[config.mk]
export PLATFORM = sky130hd
export DESIGN_NAME = att_top
export DESIGN_NICKNAME = d
export VERILOG_FILES = /design/src/shared/att_pkg.sv /design/src/rtl/att_top.sv
export SDC_FILE = /design/constraint.sdc
export NUM_CORES = 1
export LEC_CHECK = 0
export ABC_AREA = 1
export BUFFER_PORTS_ARGS = -buffer_cell sky130_fd_sc_hd__buf_2
export CAP_MARGIN = 20
export CORE_ASPECT_RATIO = 1.25
export CORE_MARGIN = 1
export CORE_UTILIZATION = 60
export CTS_CLUSTER_DIAMETER = 150
export CTS_CLUSTER_SIZE = 28
export DETAILED_ROUTE_END_ITERATION = 8
export PLACE_DENSITY = 0.84
export SETUP_SLACK_MARGIN = 0.02
export SYNTH_ARGS = -nofsm -noshare
export SYNTH_HDL_FRONTEND = slang
export SYNTH_SLANG_ARGS = --single-unit
export TNS_END_PERCENT = 20
[constraint.sdc]
create_clock -name sys_clk -period 5 [get_ports sys_clk]
set_input_delay 0.75 -clock sys_clk [delete_from_list [all_inputs] [get_ports sys_clk]]
set_output_delay 0.75 -clock sys_clk [all_outputs]
set_load 0.01 [all_outputs]
[src/shared/att_pkg.sv]
// Purpose: Constants and types for the converter threshold and trigger register block.
// Assumes: 32-bit AHB-Lite data, one aligned word per register, data in the low byte.
// Notes:
// Notes on behaviour
// - Error reads as signed high/low bytes.
// - Error computed per calculation-select field.
// - Lower threshold writable, signed, resets zero.
// - Upper threshold writable, signed, resets zero.
// - Threshold compare sets upper/lower status flags.
// - Threshold interrupt only for selected mode.
// - Trigger select five bits, upper bits zero.
// - Code zero off, code one pin.
// - Timer, measurement and capture codes mapped.
// - PWM, oscillator, comparator, pin-change, logic codes.
// - Software read/write codes start conversions.
// - Pump on only when enabled and requested.
// - Pump ready flag read-only, bit zero.
// - Pump control bits six-one read zero.
// - Setpoint may be an error operand.
package att_pkg;

  // ==========================================================================
  // Register byte offsets.
  localparam logic [7:0] OFF_ERR_HI  = 8'h00;
  localparam logic [7:0] OFF_ERR_LO  = 8'h04;
  localparam logic [7:0] OFF_LTH_HI  = 8'h08;
  localparam logic [7:0] OFF_LTH_LO  = 8'h0C;
  localparam logic [7:0] OFF_UTH_HI  = 8'h10;
  localparam logic [7:0] OFF_UTH_LO  = 8'h14;
  localparam logic [7:0] OFF_ACT     = 8'h18;
  localparam logic [7:0] OFF_CP      = 8'h1C;
  localparam logic [7:0] OFF_CFG3    = 8'h20;
  localparam logic [7:0] OFF_THRESHOLD_SETPOINT_HI = 8'h24;
  localparam logic [7:0] OFF_THRESHOLD_SETPOINT_LO = 8'h28;
  localparam logic [7:0] OFF_STAT    = 8'h2C;
  localparam logic [7:0] OFF_IRQ_ST  = 8'h30;
  localparam logic [7:0] OFF_IRQ_MSK = 8'h34;
  localparam logic [7:0] OFF_RES_HI  = 8'h38;
  localparam logic [7:0] OFF_CHAN    = 8'h3C;

  // ==========================================================================
  // Field positions and reset values.
  localparam int          CP_EN_BIT   = 7;
  localparam int          CP_RDY_BIT  = 0;
  localparam int          STAT_UP_BIT = 6;
  localparam int          STAT_LO_BIT = 5;
  localparam int          IRQ_THR_BIT = 0;
  localparam int          IRQ_RDY_BIT = 1;
  localparam int          IRQ_W       = 2;
  localparam logic [7:0]  RST_BYTE    = 8'h00;
  localparam logic [15:0] RST_WORD    = 16'h0000;

  // ==========================================================================
  // Trigger selector codes.
  localparam logic [4:0] ACT_OFF      = 5'h00;
  localparam logic [4:0] ACT_LAST_HW  = 5'h19;
  localparam logic [4:0] ACT_RD_ERR   = 5'h1A;
  localparam logic [4:0] ACT_RD_RES   = 5'h1B;
  localparam logic [4:0] ACT_WR_CHAN  = 5'h1D;

  typedef enum logic [2:0] {
    TMD_NEVER, TMD_BELOW, TMD_NOT_BELOW, TMD_INSIDE,
    TMD_OUTSIDE, TMD_NOT_ABOVE, TMD_ABOVE, TMD_ALWAYS
  } att_tmd_e;

  typedef enum logic [2:0] {
    ERROR_SELECT_A_RES_MINUS_THRESHOLD_SETPOINT, ERROR_SELECT_A_THRESHOLD_SETPOINT_MINUS_RES, ERROR_SELECT_A_RES_RAW, ERROR_SELECT_A_RSV3,
    ERROR_SELECT_A_RSV4, ERROR_SELECT_A_RSV5, ERROR_SELECT_A_RSV6, ERROR_SELECT_A_RSV7
  } att_error_select_a_e;

  typedef struct packed {
    logic [7:0] addr;
    logic       write;
    logic       read;
  } att_acc_s;

endpackage : att_pkg

[src/rtl/att_top.sv]
// Purpose: Setpoint error, thresholds, auto-trigger select and pump control registers.
// Assumes: Single-clock AHB-Lite slave; trigger pins and pump ready are asynchronous.
// Notes: Zero wait states; read data is registered in the address phase.
//
// Design decisions made here: the AHB-Lite register port and the register offsets.
`timescale 1ns/1ps

module att_top
  import att_pkg::*;
#(
  parameter int TRIG_W = 25
) (
  input  wire logic              sys_clk,
  input  wire logic              rstn,
  input  wire logic              hsel,
  input  wire logic [31:0]       haddr,
  input  wire logic [1:0]        htrans,
  input  wire logic              hwrite,
  input  wire logic [2:0]        hsize,
  input  wire logic [31:0]       hwdata,
  input  wire logic              hready,
  output logic [31:0]            hrdata,
  output logic                   hreadyout,
  output logic                   hresp,
  input  wire logic [15:0]       convResult,
  input  wire logic              convDone,
  input  wire logic [TRIG_W:1]   trigIn,
  input  wire logic              pumpRequest,
  input  wire logic              pumpReadyIn,
  output logic                   convStart,
  output logic                   pumpOn,
  output logic                   irq
);

  // ==========================================================================
  // Elaboration check: one input per hardware selector code.
  if (TRIG_W != int'(ACT_LAST_HW)) begin : g_bad_width
    $error("TRIG_W must equal the number of hardware trigger codes.");
  end

  // ==========================================================================
  // Register state.
  logic signed [15:0] setpointError;
  logic signed [15:0] lowerThreshold;
  logic signed [15:0] upperThreshold;
  logic signed [15:0] thresholdSetpoint;
  logic [4:0]         triggerSelectField;
  logic               pumpEnable;
  logic               pumpReadyFlag;
  logic [2:0]         errorSelectA;
  logic [2:0]         thresholdInterruptMode;
  logic               upperThresholdFlag;
  logic               lowerThresholdFlag;
  logic [IRQ_W-1:0]   irqStatus;
  logic [IRQ_W-1:0]   irqMask;
  logic [5:0]         channelSelect;
  att_acc_s           dataPhase;

  // ==========================================================================
  // Synchronisers for pins from outside the clock domain.
  logic [TRIG_W:1] trigMeta;
  logic [TRIG_W:1] trigSync;
  logic [TRIG_W:1] trigLast;
  logic            readyMeta;
  logic            readySync;

  always_ff @(posedge sys_clk or negedge rstn) begin
    if (!rstn) begin
      trigMeta  <= '0;
      trigSync  <= '0;
      trigLast  <= '0;
      readyMeta <= 1'b0;
      readySync <= 1'b0;
    end else begin
      trigMeta  <= trigIn;
      trigSync  <= trigMeta;
      trigLast  <= trigSync;
      readyMeta <= pumpReadyIn;
      readySync <= readyMeta;
    end
  end

  // ==========================================================================
  // AHB-Lite address phase decode.
  logic addrTaken;
  logic rdTaken;
  logic wrNow;
  logic [7:0] wrByte;
  logic [7:0] rdAddr;

  assign addrTaken = hsel & htrans[1] & hready;
  assign rdTaken   = addrTaken & ~hwrite;
  assign rdAddr    = haddr[7:0];
  assign wrNow     = dataPhase.write;
  assign wrByte    = hwdata[7:0];

  always_ff @(posedge sys_clk or negedge rstn) begin
    if (!rstn) begin
      dataPhase <= '0;
    end else begin
      dataPhase.addr  <= haddr[7:0];
      dataPhase.write <= addrTaken & hwrite;
      dataPhase.read  <= rdTaken;
    end
  end

  // Zero wait states and an OKAY answer keep the slave simple.
  always_ff @(posedge sys_clk or negedge rstn) begin
    if (!rstn) begin
      hreadyout <= 1'b1;
      hresp     <= 1'b0;
    end else begin
      hreadyout <= 1'b1;
      hresp     <= 1'b0;
    end
  end

  // ==========================================================================
  // Read mux, registered so that hrdata comes from a flip-flop.
  logic [7:0] next_rdByte;

  always_comb begin
    next_rdByte = RST_BYTE;
    unique case (rdAddr)
      OFF_ERR_HI:  next_rdByte = setpointError[15:8];
      OFF_ERR_LO:  next_rdByte = setpointError[7:0];
      OFF_LTH_HI:  next_rdByte = lowerThreshold[15:8];
      OFF_LTH_LO:  next_rdByte = lowerThreshold[7:0];
      OFF_UTH_HI:  next_rdByte = upperThreshold[15:8];
      OFF_UTH_LO:  next_rdByte = upperThreshold[7:0];
      OFF_ACT:     next_rdByte = {3'h0, triggerSelectField};
      OFF_CP:      next_rdByte = {pumpEnable, 6'h00, pumpReadyFlag};
      OFF_CFG3:    next_rdByte = {1'b0, errorSelectA, 1'b0, thresholdInterruptMode};
      OFF_THRESHOLD_SETPOINT_HI: next_rdByte = thresholdSetpoint[15:8];
      OFF_THRESHOLD_SETPOINT_LO: next_rdByte = thresholdSetpoint[7:0];
      OFF_STAT:    next_rdByte = {1'b0, upperThresholdFlag, lowerThresholdFlag, 5'h00};
      OFF_IRQ_ST:  next_rdByte = {6'h00, irqStatus};
      OFF_IRQ_MSK: next_rdByte = {6'h00, irqMask};
      OFF_RES_HI:  next_rdByte = convResult[15:8];
      OFF_CHAN:    next_rdByte = {2'h0, channelSelect};
      default:     next_rdByte = RST_BYTE;
    endcase
  end

  always_ff @(posedge sys_clk or negedge rstn) begin
    if (!rstn) begin
      hrdata <= '0;
    end else if (rdTaken) begin
      hrdata <= {24'h000000, next_rdByte};
    end
  end

  // ==========================================================================
  // Writable configuration.
  always_ff @(posedge sys_clk or negedge rstn) begin
    if (!rstn) begin
      lowerThreshold <= RST_WORD;
      upperThreshold <= RST_WORD;
    end else if (wrNow) begin
      if (dataPhase.addr == OFF_LTH_HI) lowerThreshold[15:8] <= wrByte;
      if (dataPhase.addr == OFF_LTH_LO) lowerThreshold[7:0]  <= wrByte;
      if (dataPhase.addr == OFF_UTH_HI) upperThreshold[15:8] <= wrByte;
      if (dataPhase.addr == OFF_UTH_LO) upperThreshold[7:0]  <= wrByte;
    end
  end

  always_ff @(posedge sys_clk or negedge rstn) begin
    if (!rstn) begin
      thresholdSetpoint      <= RST_WORD;
      errorSelectA           <= 3'h0;
      thresholdInterruptMode <= 3'h0;
      channelSelect          <= 6'h00;
      irqMask                <= '0;
    end else if (wrNow) begin
      if (dataPhase.addr == OFF_THRESHOLD_SETPOINT_HI) thresholdSetpoint[15:8] <= wrByte;
      if (dataPhase.addr == OFF_THRESHOLD_SETPOINT_LO) thresholdSetpoint[7:0]  <= wrByte;
      if (dataPhase.addr == OFF_CFG3) begin
        errorSelectA           <= wrByte[6:4];
        thresholdInterruptMode <= wrByte[2:0];
      end
      if (dataPhase.addr == OFF_CHAN)    channelSelect <= wrByte[5:0];
      if (dataPhase.addr == OFF_IRQ_MSK) irqMask       <= wrByte[IRQ_W-1:0];
    end
  end

  always_ff @(posedge sys_clk or negedge rstn) begin
    if (!rstn) begin
      triggerSelectField <= ACT_OFF;
      pumpEnable         <= 1'b0;
    end else if (wrNow) begin
      if (dataPhase.addr == OFF_ACT) triggerSelectField <= wrByte[4:0];
      if (dataPhase.addr == OFF_CP)  pumpEnable <= wrByte[CP_EN_BIT];
    end
  end

  // ==========================================================================
  // Setpoint error; it is left without reset so it powers up unknown.
  logic signed [15:0] next_error;
  logic signed [15:0] resultSigned;

  assign resultSigned = signed'(convResult);

  always_comb begin
    unique case (att_error_select_a_e'(errorSelectA))
      ERROR_SELECT_A_RES_MINUS_THRESHOLD_SETPOINT: next_error = resultSigned - thresholdSetpoint;
      ERROR_SELECT_A_THRESHOLD_SETPOINT_MINUS_RES: next_error = thresholdSetpoint - resultSigned;
      default:             next_error = resultSigned;
    endcase
  end

  always_ff @(posedge sys_clk) begin
    if (convDone) begin
      setpointError <= next_error;
    end
  end

  // ==========================================================================
  // Threshold comparison on each finished conversion.
  logic isAbove;
  logic isBelow;
  logic thrHit;

  assign isAbove = next_error > upperThreshold;
  assign isBelow = next_error < lowerThreshold;

  always_comb begin
    unique case (att_tmd_e'(thresholdInterruptMode))
      TMD_NEVER:     thrHit = 1'b0;
      TMD_BELOW:     thrHit = isBelow;
      TMD_NOT_BELOW: thrHit = ~isBelow;
      TMD_INSIDE:    thrHit = ~isBelow & ~isAbove;
      TMD_OUTSIDE:   thrHit = isBelow | isAbove;
      TMD_NOT_ABOVE: thrHit = ~isAbove;
      TMD_ABOVE:     thrHit = isAbove;
      TMD_ALWAYS:    thrHit = 1'b1;
    endcase
  end

  always_ff @(posedge sys_clk or negedge rstn) begin
    if (!rstn) begin
      upperThresholdFlag <= 1'b0;
      lowerThresholdFlag <= 1'b0;
    end else if (convDone) begin
      upperThresholdFlag <= isAbove;
      lowerThresholdFlag <= isBelow;
    end
  end

  // ==========================================================================
  // Charge pump: the ready flag only shows while the pump is enabled.
  always_ff @(posedge sys_clk or negedge rstn) begin
    if (!rstn) begin
      pumpOn        <= 1'b0;
      pumpReadyFlag <= 1'b0;
    end else begin
      pumpOn        <= pumpEnable & pumpRequest;
      pumpReadyFlag <= pumpEnable & readySync;
    end
  end

  // ==========================================================================
  // Interrupt status, write one to clear; a new event wins over the clear.
  logic [IRQ_W-1:0] irqEvent;
  logic [IRQ_W-1:0] irqClear;
  logic             readyRise;

  assign readyRise = pumpEnable & readySync & ~pumpReadyFlag;
  assign irqEvent  = {readyRise, convDone & thrHit};
  assign irqClear  = (wrNow && dataPhase.addr == OFF_IRQ_ST) ? wrByte[IRQ_W-1:0] : '0;

  always_ff @(posedge sys_clk or negedge rstn) begin
    if (!rstn) begin
      irqStatus <= '0;
      irq       <= 1'b0;
    end else begin
      irqStatus <= (irqStatus & ~irqClear) | irqEvent;
      irq       <= |(((irqStatus & ~irqClear) | irqEvent) & irqMask);
    end
  end

  // ==========================================================================
  // Auto-conversion trigger select. Hardware sources start on a rising edge.
  logic [TRIG_W:1] trigRise;
  logic            hwTrig;
  logic            swTrig;

  assign trigRise = trigSync & ~trigLast;

  always_comb begin
    hwTrig = 1'b0;
    if (triggerSelectField != ACT_OFF && triggerSelectField <= ACT_LAST_HW) begin
      hwTrig = trigRise[triggerSelectField];
    end
  end

  always_comb begin
    unique case (triggerSelectField)
      ACT_RD_ERR:  swTrig = rdTaken && rdAddr == OFF_ERR_HI;
      ACT_RD_RES:  swTrig = rdTaken && rdAddr == OFF_RES_HI;
      ACT_WR_CHAN: swTrig = wrNow && dataPhase.addr == OFF_CHAN;
      default:     swTrig = 1'b0;
    endcase
  end

  always_ff @(posedge sys_clk or negedge rstn) begin
    if (!rstn) begin
      convStart <= 1'b0;
    end else begin
      convStart <= hwTrig | swTrig;
    end
  end

endmodule : att_top

### After elaboration in Yosys (flattened, before gate mapping)

Index checks and enable logic that the tools add are counted.

* flip-flop bits (word level): 186
* logic and storage cells: 122
* output and inout bits: 37

* magnitude comparators: 4
* eq/ne operators: 38
* $add $sub $neg: 2
* bitwise operators: 21
* muxes and demuxes: 8
* reduce and logical (&&, ||, !) cells: 21

Operator list (count)
* $pmux 8 s16: 1
* $eq 8x6->1 const B: 14
* $eq 8x5->1 const B: 8
* $eq 8x4->1 const B: 4
* $pmux 16 s2: 1
* $sub 16x16->16: 2
* $and 25x25->25: 1
* $not 25->25: 1
* $reduce_and 2->1: 11
* $gt 16x16->1: 1
* $lt 16x16->1: 1
* $eq 5x5->1 const B: 3
* $eq 3x3->1 const B: 4
* $and 1x1->1: 9
* $eq 8x3->1 const B: 1
* $logic_not 8->1: 1
* $pmux 1 s8: 1
* $eq 3x1->1 const B: 2
* $eq 3x2->1 const B: 2
* $logic_not 3->1: 2
* $lt 5x6->1 const B: 1
* $bmux 1 s5: 1
* $le 5x5->1 const B: 1
* $logic_and 1x1->1: 5
* other kinds (10): 16

### Longest topological paths before layout

Gate-level depths: netlist of run 1.

* depth after elaboration: 10
* gate-level depth with buffers: 34
* mapped depth without buffers: 34

### Worst setup path after synthesis of run 1

No wires, ideal clock.

* kind: in2reg
* start: input convResult[0]
* end: register irq
* path slack: 1.326 ns
* data arrival time: 3.558 ns
* stages on the path: 30
* setup time: 0.116 ns
* cells stage by stage: inv_1 > ha_1 > inv_1 > fa_1 > inv_1 > o21bai_2 > a21boi_2 > o21ai_2 > a21oi_1 > nand2_1 > nand3_1 > nand3_1 > o21ai_1 > inv_1 > ha_1 > nand2_1 > inv_1 > nand2_1 > nor3b_2 > nand2_1 > nand3_1 > nand3_1 > nand3_1 > o21ai_0 > inv_1 > nand2_1 > nand2_1 > nand2_1 > nand2_1 > nand2_1

* word-level cells in the longest chain between the ends: 10
* elaborated cells between the ends (all ways): 14
* those cells by class: add/sub: 2; order compare: 2; mux: 2; bitwise: 7; reduce/logical: 1

RTL lines
* start, declared: RTL line att_top.sv:25 `input wire logic [15:0] convResult,`
* $sub 16x16->16, on equally long branches: RTL line att_top.sv:206, att_top.sv:205
* $pmux 16 s2 (*): RTL line att_top.sv:204 `unique case (att_error_select_a_e'(errorSelectA))`
* net next_error[10]: RTL line att_top.sv:198 `logic signed [15:0] next_error;`
* $lt 16x16->1 / $gt 16x16->1 (equally long branches): RTL line att_top.sv:224, att_top.sv:223
* $not 1->1, on equally long branches: RTL line att_top.sv:230, att_top.sv:231, att_top.sv:233
* $and 1x1->1: RTL line att_top.sv:231 `TMD_INSIDE: thrHit = ~isBelow & ~isAbove;`
* $pmux 1 s8 (*): RTL line att_top.sv:227 `unique case (att_tmd_e'(thresholdInterruptMode))`
* $and 1x1->1 (*): RTL line att_top.sv:268 `assign irqEvent = {readyRise, convDone & thrHit};`
* $or 2x2->2 (*): RTL line att_top.sv:277 `irq <= |(((irqStatus & ~irqClear) | irqEvent) & irqMask);`
* $and 2x2->2 (*): RTL line att_top.sv:277
* $reduce_or 2->1 (*): RTL line att_top.sv:277
* end signal, assigned: RTL line att_top.sv:277
* end, declared: RTL line att_top.sv:32 `output logic irq`

The timed path passes the listed nets; every way through them passes the cells marked *.
A chain may end at the register's enable or synchronous reset.

### Worst setup path after layout of run 1

* start: input convResult[2]
* end: register irq

The elaborated chain is that of the path after synthesis.

==> results of run 1 <==
[layout make-up]
cell class / count / area, sq um
Timing Repair Buffer: 80 / 429
Sequential cell: 186 / 4730
Inverter: 165 / 619
Tap cell: 212 / 265
Fill cell: 1226 / 4920
Clock buffer: 19 / 453
Multi-Input combinational cell: 727 / 4220
Clock inverter: 13 / 121
[cells in the final DEF, fill, tap and decap left out, types with 20 or more instances in the layout]
| cell | instances |
|---|---|
| dfrtp_1 | 170 |
| nand3_1 | 53 |
| inv_1 | 153 |
| nand2_1 | 215 |
| ha_1 | 61 |
| conb_1 | 26 |
| nor2_1 | 64 |
| buf_2 | 75 |
| a21oi_1 | 41 |
| o21ai_0 | 99 |
| o22ai_1 | 20 |
[registers in the layout, indices dropped and copies added, names as in the netlist, 2 cells and up]
name,cells
trigLast,25
trigMeta,25
trigSync,25
lowerThreshold,16
setpointError,16
thresholdSetpoint,16
upperThreshold,16
dataPhase,8
hrdata,8
channelSelect,6
triggerSelectField,5
errorSelectA,3
thresholdInterruptMode,3
irqMask,2
irqStatus,2
[logic make-up (layout without fill, tap and decap cells)]
group,Yosys count,in the layout,synth area share (%)
buffers and inverters,210,277,9.16
adder cells (fa/ha/maj),63,63,8.24
other,2,26,0.0770
AO/OA/AOI/OAI,248,248,15.8
XOR/XNOR,3,3,0.269
flip-flops,186,186,48.5
AND/OR/NAND/NOR,387,387,17.9
[per-stage QoR]
| step | power [mW] | util, % | hold WS [ns] |
|---|---|---|---|
| after floorplan | 1.79 | - | 0.331 |
| after global placement | 1.90 | 65.1 | 0.331 |
| after detailed placement | 1.91 | 65.1 | 0.335 |
| after CTS | 3.20 | 68.8 | 0.340 |
| after global routing | 3.28 | 68.8 | 0.352 |
| final | 3.19 | 68.8 | 0.302 |
[where the power goes]
group	switching [mW]	internal, mW
clock	0.616	0.686
sequential	0.0253	1.58
combinational	0.191	0.0853
[worst min-delay path by stage]
stage                                       from                             to  slack [ns]
after floorplan              readyMeta$_DFF_PN0_            readySync$_DFF_PN0_        0.33
after global placement    trigMeta[23]$_DFF_PN0_         trigSync[23]$_DFF_PN0_        0.33
after detailed placement  trigMeta[16]$_DFF_PN0_         trigSync[16]$_DFF_PN0_        0.33
after CTS                                   rstn  upperThreshold[2]$_DFFE_PN0P_        0.34
after global routing      trigMeta[16]$_DFF_PN0_         trigSync[16]$_DFF_PN0_        0.35
final                                       rstn          hrdata[6]$_DFFE_PN0P_        0.30
[layer usage]
layer	vias up	track usage, %
li1	3771	-
met1	3828	37.1
met2	361	54.0
met3	103	5.20
met4	0	22.9
met5	-	0
[synthesized netlist by cell type, drive strengths merged (3+ instances only)]
cell type    n  area (sq um)
dfrtp      170          4250
o221ai       6          52.6
inv        163           612
a21oi       44           231
nor2        65           246
o21ai      119           626
o22ai       22           150
a21o         5          37.5
nand3       53           265
nor3        22           204
o2111ai      4          41.3
a311oi       3          26.3
o211ai       7          57.6
nand4        5          31.3
ha          61           763
o21bai       4          37.5
buf         31           221
clkbuf      14          52.6
o21a         3          22.5
nand2      223           862
a221oi      11          96.3
a31oi        7          43.8
a21boi       4          41.3
or2         12          80.1
edfxtp      16           480
nor4         5          37.5
==> flow_metrics.tcl, run 1 <==
set metrics [dict create \
    synth_warnings 0 \
    avgRoutedWirePerCell_um 17.9 \
    status "complete, no violations" \
    hpwl_um 18800 \
    worst_slack_ns 0.805 \
    first_iter_violations 685 \
    min_path_type "primary input to async pin" \
    routed_via_density 5.75 \
    cpMaxStageDelayCell "a21oi_1" \
    critPathMostFrequentCell "nand2_1" \
    cts.sinks 186 \
    cp-endpoint "irq$_DFF_PN0_" \
    gp_congestion 0.940 \
    setup_tns_ns 0 \
    clk_latency_ns 0.44 \
    postPlaceCellArea_sq_um 10300 \
    reg2reg_depth 23 \
    reg2reg_to "irq$_DFF_PN0_" \
    coreArea_sq_um 15800 \
    n_antenna_cell 0 \
    rsz0062_at_grt "no" \
    firstDrtPassIters 6 \
    dr_wl_met2_um 12100 \
    cts_root_buffer "clkbuf_16" \
    rr_startpoint "thresholdSetpoint[2]$_DFFE_PN0P_" \
    cts_max_level 4 \
    grt_overflow 0 \
    grt_pass1_wl_um 39100 \
    ant_nets 0 \
    cp.depth 25 \
    ys_seq_elements 186 \
    max_stage_delay_ns 0.38 \
    p_leak_nw 5.88 \
    design_area_sq_um 10800 \
    maxCapViolCount 0 \
    path_class "primary input to flip-flop" \
    synth_edf_count 16 \
    rows 51 \
    cp-start-kind "primary input" \
    pre_cts_slack_ns 0.455 \
    dieWidth_um 116 \
    finalNonFillerCells 1402 \
    fmax_mhz 238 \
    finalCritPeriodShare_pct 83.9 \
    drc_errors 0 \
    cts_made_buffers 17 \
    hold_viol_final 0 \
    num_io_pins 155 \
    top_layer "met4" \
    yosys_most_used_dff "dfrtp_1" \
    syn_area_sq_um 9750 \
    cts_tree "yes" \
    path_clk_slew_ns 0.07 \
    grt_use_total_pct 32.1 \
    ys_types 61 \
    cts_setup_buffers 0 \
    crit_fanout 7 \
    ys_seq_area_share_pct 48.5 \
    worstMarginPinSlew_ns 0.981 \
    drt-total-wl_um 25100 \
    via_count 8063 \
    cts_resized 0 \
    post-route-min-period_ns 4.20 \
    cts_max_path_buffers 2 \
    r2r_setup_slack_ns 0.87 \
    dieArea_sq_um 16800 \
    synth.avg_cell_area_sq_um 8.87 \
    cp_num_buf_inv 2 \
    required_ns 5.33 \
    synthCells 1099 \
    layout.nets 1358 \
    antenna_found_initial 0 \
    placed_cells 1370 \
    p_per_area_nw_per_um2 294 \
    first_global_vias 7671 \
    setup_violations 0 \
    met1_length_um 9580 \
    die_h_um 145 \
    critPathCaptureType "flip-flop" \
    area_growth_pct 11.1 \
    drv_slew 0 \
    fin_skew_ns 0.00748 \
    wl_met3_um 1590 \
    hold_buffers 0 \
    crit_start "convResult[2]" \
    initial_core_util_pct 61.9 \
    worst_ep_arrival_time_ns 4.53 \
    portBuffers 76 \
    drive_gt1_share_pct 14.3 \
    grt_max_degree 102 \
    relSlewSlack_pct 34.5 \
    synthArstFlopShare_pct 91.4 \
    critPathTopFamily "compound AO/OA/AOI/OAI gates" \
    irDropWorstVdd_v 0.000299 \
]
No activity file was read; power rests on OpenSTA's default activity.
==> inputs of run 2 (changes only) <==
--- a/config.mk
+++ b/config.mk
@@ -5,16 +5,16 @@
 export SDC_FILE = /design/constraint.sdc
 export NUM_CORES = 1
 export LEC_CHECK = 0
-export ABC_AREA = 1
+export ABC_AREA = 0
 export BUFFER_PORTS_ARGS = -buffer_cell sky130_fd_sc_hd__buf_2
 export CAP_MARGIN = 20
 export CORE_ASPECT_RATIO = 1.25
 export CORE_MARGIN = 1
-export CORE_UTILIZATION = 60
+export CORE_UTILIZATION = 52
 export CTS_CLUSTER_DIAMETER = 150
 export CTS_CLUSTER_SIZE = 28
 export DETAILED_ROUTE_END_ITERATION = 8
-export PLACE_DENSITY = 0.84
+export PLACE_DENSITY = 0.77
 export SETUP_SLACK_MARGIN = 0.02
 export SYNTH_ARGS = -nofsm -noshare
 export SYNTH_HDL_FRONTEND = slang
==> constraint.sdc (replaced) <==
create_clock -name sys_clk -period 3.62 [get_ports sys_clk]
set_input_delay 0.543 -clock sys_clk [delete_from_list [all_inputs] [get_ports sys_clk]]
set_output_delay 0.543 -clock sys_clk [all_outputs]
set_load 0.01 [all_outputs]
==> run 2 against run 1 <==
Against the previous run: the flow now finishes with violations (negative setup slack); via count grew 2.6%; critical path depth decreased by 6; first-iteration DRC count grew 48%; clock skew grew 0.0019 ns; combinational power increased to 2.8 times the previous value; core utilization shrank 2.7 points; critical endpoint unchanged.
==> flow_metrics.tcl, run 2 <==
set metrics [dict create \
    status "complete, but fails checks" \
    violations "negative setup slack" \
    dieArea_sq_um 19100 \
    p_total_mw 4.99 \
    synth_top_area_cell "dfrtp_1" \
    setup_tns_ns -2.76 \
    drv_slew 0 \
    clk_latency_ns 0.44 \
    ys_seq_elements 186 \
    synth.most_common_cell "dfrtp_1" \
    ys_seq_area_share_pct 49.0 \
    crit_start "thresholdSetpoint[6]$_DFFE_PN0P_" \
    cpMaxStageDelayCell "o21ai_0" \
    grt_overflow 0 \
    drt-total-wl_um 29700 \
    grt_use_total_pct 32.6 \
    path_class "flip-flop to flip-flop" \
    ys_types 75 \
    max_stage_delay_ns 0.51 \
    cts.sinks 186 \
    multi_input_area_sq_um 4550 \
    critPathCaptureType "flip-flop" \
    regArea_sq_um 4730 \
    gp_congestion 0.942 \
    reg_top3 "trigLast x25, trigMeta x25, trigSync x25" \
    post-route-min-period_ns 4.46 \
    layout.nets 1331 \
    num_io_pins 155 \
    p_per_area_nw_per_um2 416 \
    drc_errors 0 \
    rr_startpoint "thresholdSetpoint[6]$_DFFE_PN0P_" \
    syn_area_sq_um 9660 \
    maxCapViolCount 0 \
    critPathTopFamily "simple AND/OR/NAND/NOR gates" \
    portBuffers 76 \
    layout_common_cells "dfrtp_1 (170), buf_4 (138), nand2_1 (95), inv_1 (84), buf_2 (75)" \
    cp_num_buf_inv 2 \
    crit_fanout 4 \
    met1_length_um 11100 \
    top_layer "met4" \
    path_clk_slew_ns 0.08 \
    cp.depth 19 \
    coreArea_sq_um 18200 \
    cts_max_level 4 \
    fin_skew_ns 0.00937 \
    synth_area_leaders "dfrtp_1 (44%), ha_1 (7.9%), mux2_2 (5.1%), edfxtp_1 (5.0%), o21ai_0 (3.7%)" \
    synthCells 947 \
    worst_slack_ns -0.841 \
    grt_pass1_wl_um 45400 \
    cts_max_path_buffers 2 \
    first_iter_violations 1015 \
    routed_via_density 5.95 \
    cp-start-kind "flip-flop" \
    required_ns 3.94 \
    first_global_vias 8306 \
    ant_nets 0 \
    relSlewSlack_pct 28.4 \
    irDropWorstVdd_v 0.000388 \
    synth_warnings 0 \
    initial_core_util_pct 53.2 \
    synth.avg_cell_area_sq_um 10.2 \
    die_h_um 154 \
    synth_top_area_share_pct 44.1 \
    p_leak_nw 5.76 \
    hold_viol_final 0 \
    synthArstFlopShare_pct 91.4 \
    firstDrtPassIters 7 \
    worstMarginPinSlew_ns 1.07 \
    holdWs_ns 0.162 \
    rows 55 \
    hpwl_um 21900 \
    dr_wl_met2_um 14700 \
    min_path_type "primary input to async pin" \
    rsz0062_at_grt "yes" \
    reg2reg_depth 19 \
    yosys_most_used_dff "dfrtp_1" \
    finalCritPeriodShare_pct 123 \
    cts_made_buffers 17 \
    avgRoutedWirePerCell_um 21.4 \
    reg2reg_to "irq$_DFF_PN0_" \
    hold_buffers 0 \
    r2r_setup_slack_ns -0.84 \
    synth_edf_count 16 \
    cts_tree "yes" \
    area_growth_pct 24.2 \
    antenna_found_initial 0 \
    path_cells "ha_4 > a21oi_2 > o21ai_1 > or3_1 > nor3_4 > o21ai_0 > o21ai_0 > xor2_1 > o21ai_0 > ha_1 > nand4_1 > buf_4 > nor4_2 > nand4b_1 > buf_4 > nand3b_1 > and3b_1 > nor3_2 > o21ai_1" \
    cp-endpoint "irq$_DFF_PN0_" \
    final_common_cell "dfrtp_1" \
    cts_root_buffer "clkbuf_16" \
    worst_ep_arrival_time_ns 4.78 \
    synth_common_cells "dfrtp_1 (170), nand2_1 (95), inv_1 (86)" \
    via_count 8276 \
    setup_violations 4 \
    critPathMostFrequentCell "o21ai_0" \
    grt_max_degree 83 \
    fmax_mhz 224 \
    dieWidth_um 124 \
    fillers 1446 \
    drive_gt1_share_pct 29.0 \
    wl_met3_um 1910 \
]
==> run 2: cell types whose count changed in the layout (fill, tap and decap cells not counted), moves of 21 or more <==
cell / delta
buf_4: +135
mux2_2: +44
inv_1: -69
nand3_1: -31
o21ai_0: -37
a22oi_1: +21
nand2_1: -120
==> run 2: layer usage <==
layer | vias up | track usage [%]
met5 | - | 0
met4 | 0 | 20.8
met3 | 127 | 4.65
met2 | 446 | 54.7
met1 | 3997 | 38.7
li1 | 3706 | -
==> run 2: cell type report <==
cell class,instances,area share (%)
flip-flops and latches,186,39.5
well taps,228,2.38
repair buffers,216,12.1
multi-input cells,642,37.9
clock buffers,17,3.55
inverters,87,2.80
diodes,1,0.0209
clock inverters,15,1.76
==> run 2: worst min path at each step <==
stage,startpoint,endpoint,slack (ns)
3_5_place_dp,trigMeta[20]$_DFF_PN0_,trigSync[20]$_DFF_PN0_,0.33
6_report,rstn,hrdata[6]$_DFFE_PN0P_,0.16
5_1_grt,trigIn[9],trigMeta[9]$_DFF_PN0_,0.19
3_3_place_gp,trigMeta[23]$_DFF_PN0_,trigSync[23]$_DFF_PN0_,0.33
2_1_floorplan,rstn,channelSelect[0]$_DFFE_PN0P_,0.25
4_1_cts,rstn,hrdata[6]$_DFFE_PN0P_,0.19
==> run 2: timing repair <==
item	4_1_cts	5_1_grt
pin swaps	6	11
setup endpoints to repair	4	4
gates resized for setup	15	13
hold endpoints to repair	0	0
setup buffers	2	3
==> run 2: cells by family after synthesis <==
| logic type | count (synthesis) | share of synthesized area [%] |
|---|---|---|
| other | 2 | 0.0778 |
| XOR/XNOR | 13 | 1.18 |
| multiplexers | 48 | 5.68 |
| buffers and inverters | 143 | 6.74 |
| adder cells (fa/ha/maj) | 63 | 8.32 |
| AND/OR/NAND/NOR | 258 | 12.8 |
| flip-flops | 186 | 49.0 |
| AO/OA/AOI/OAI | 234 | 16.2 |
==> run 2: per-stage QoR <==
stage                     area, sq um  worst slack, ns  utilization [%]  instances
after floorplan                  9870           -0.261                -        971
after global placement          11200           -0.889             61.6       1353
after detailed placement        11200            -1.06             61.6       1353
after CTS                       11900           -0.705             65.5       1387
after global routing            12000           -0.954             66.0       1391
final                           12000           -0.841             66.0       1392
==> run 2: power by group <==
part	internal, mW	switching, mW	total (mW)
logic	0.347	0.437	0.784
registers	2.20	0.0556	2.25
clock network	0.967	0.982	1.95
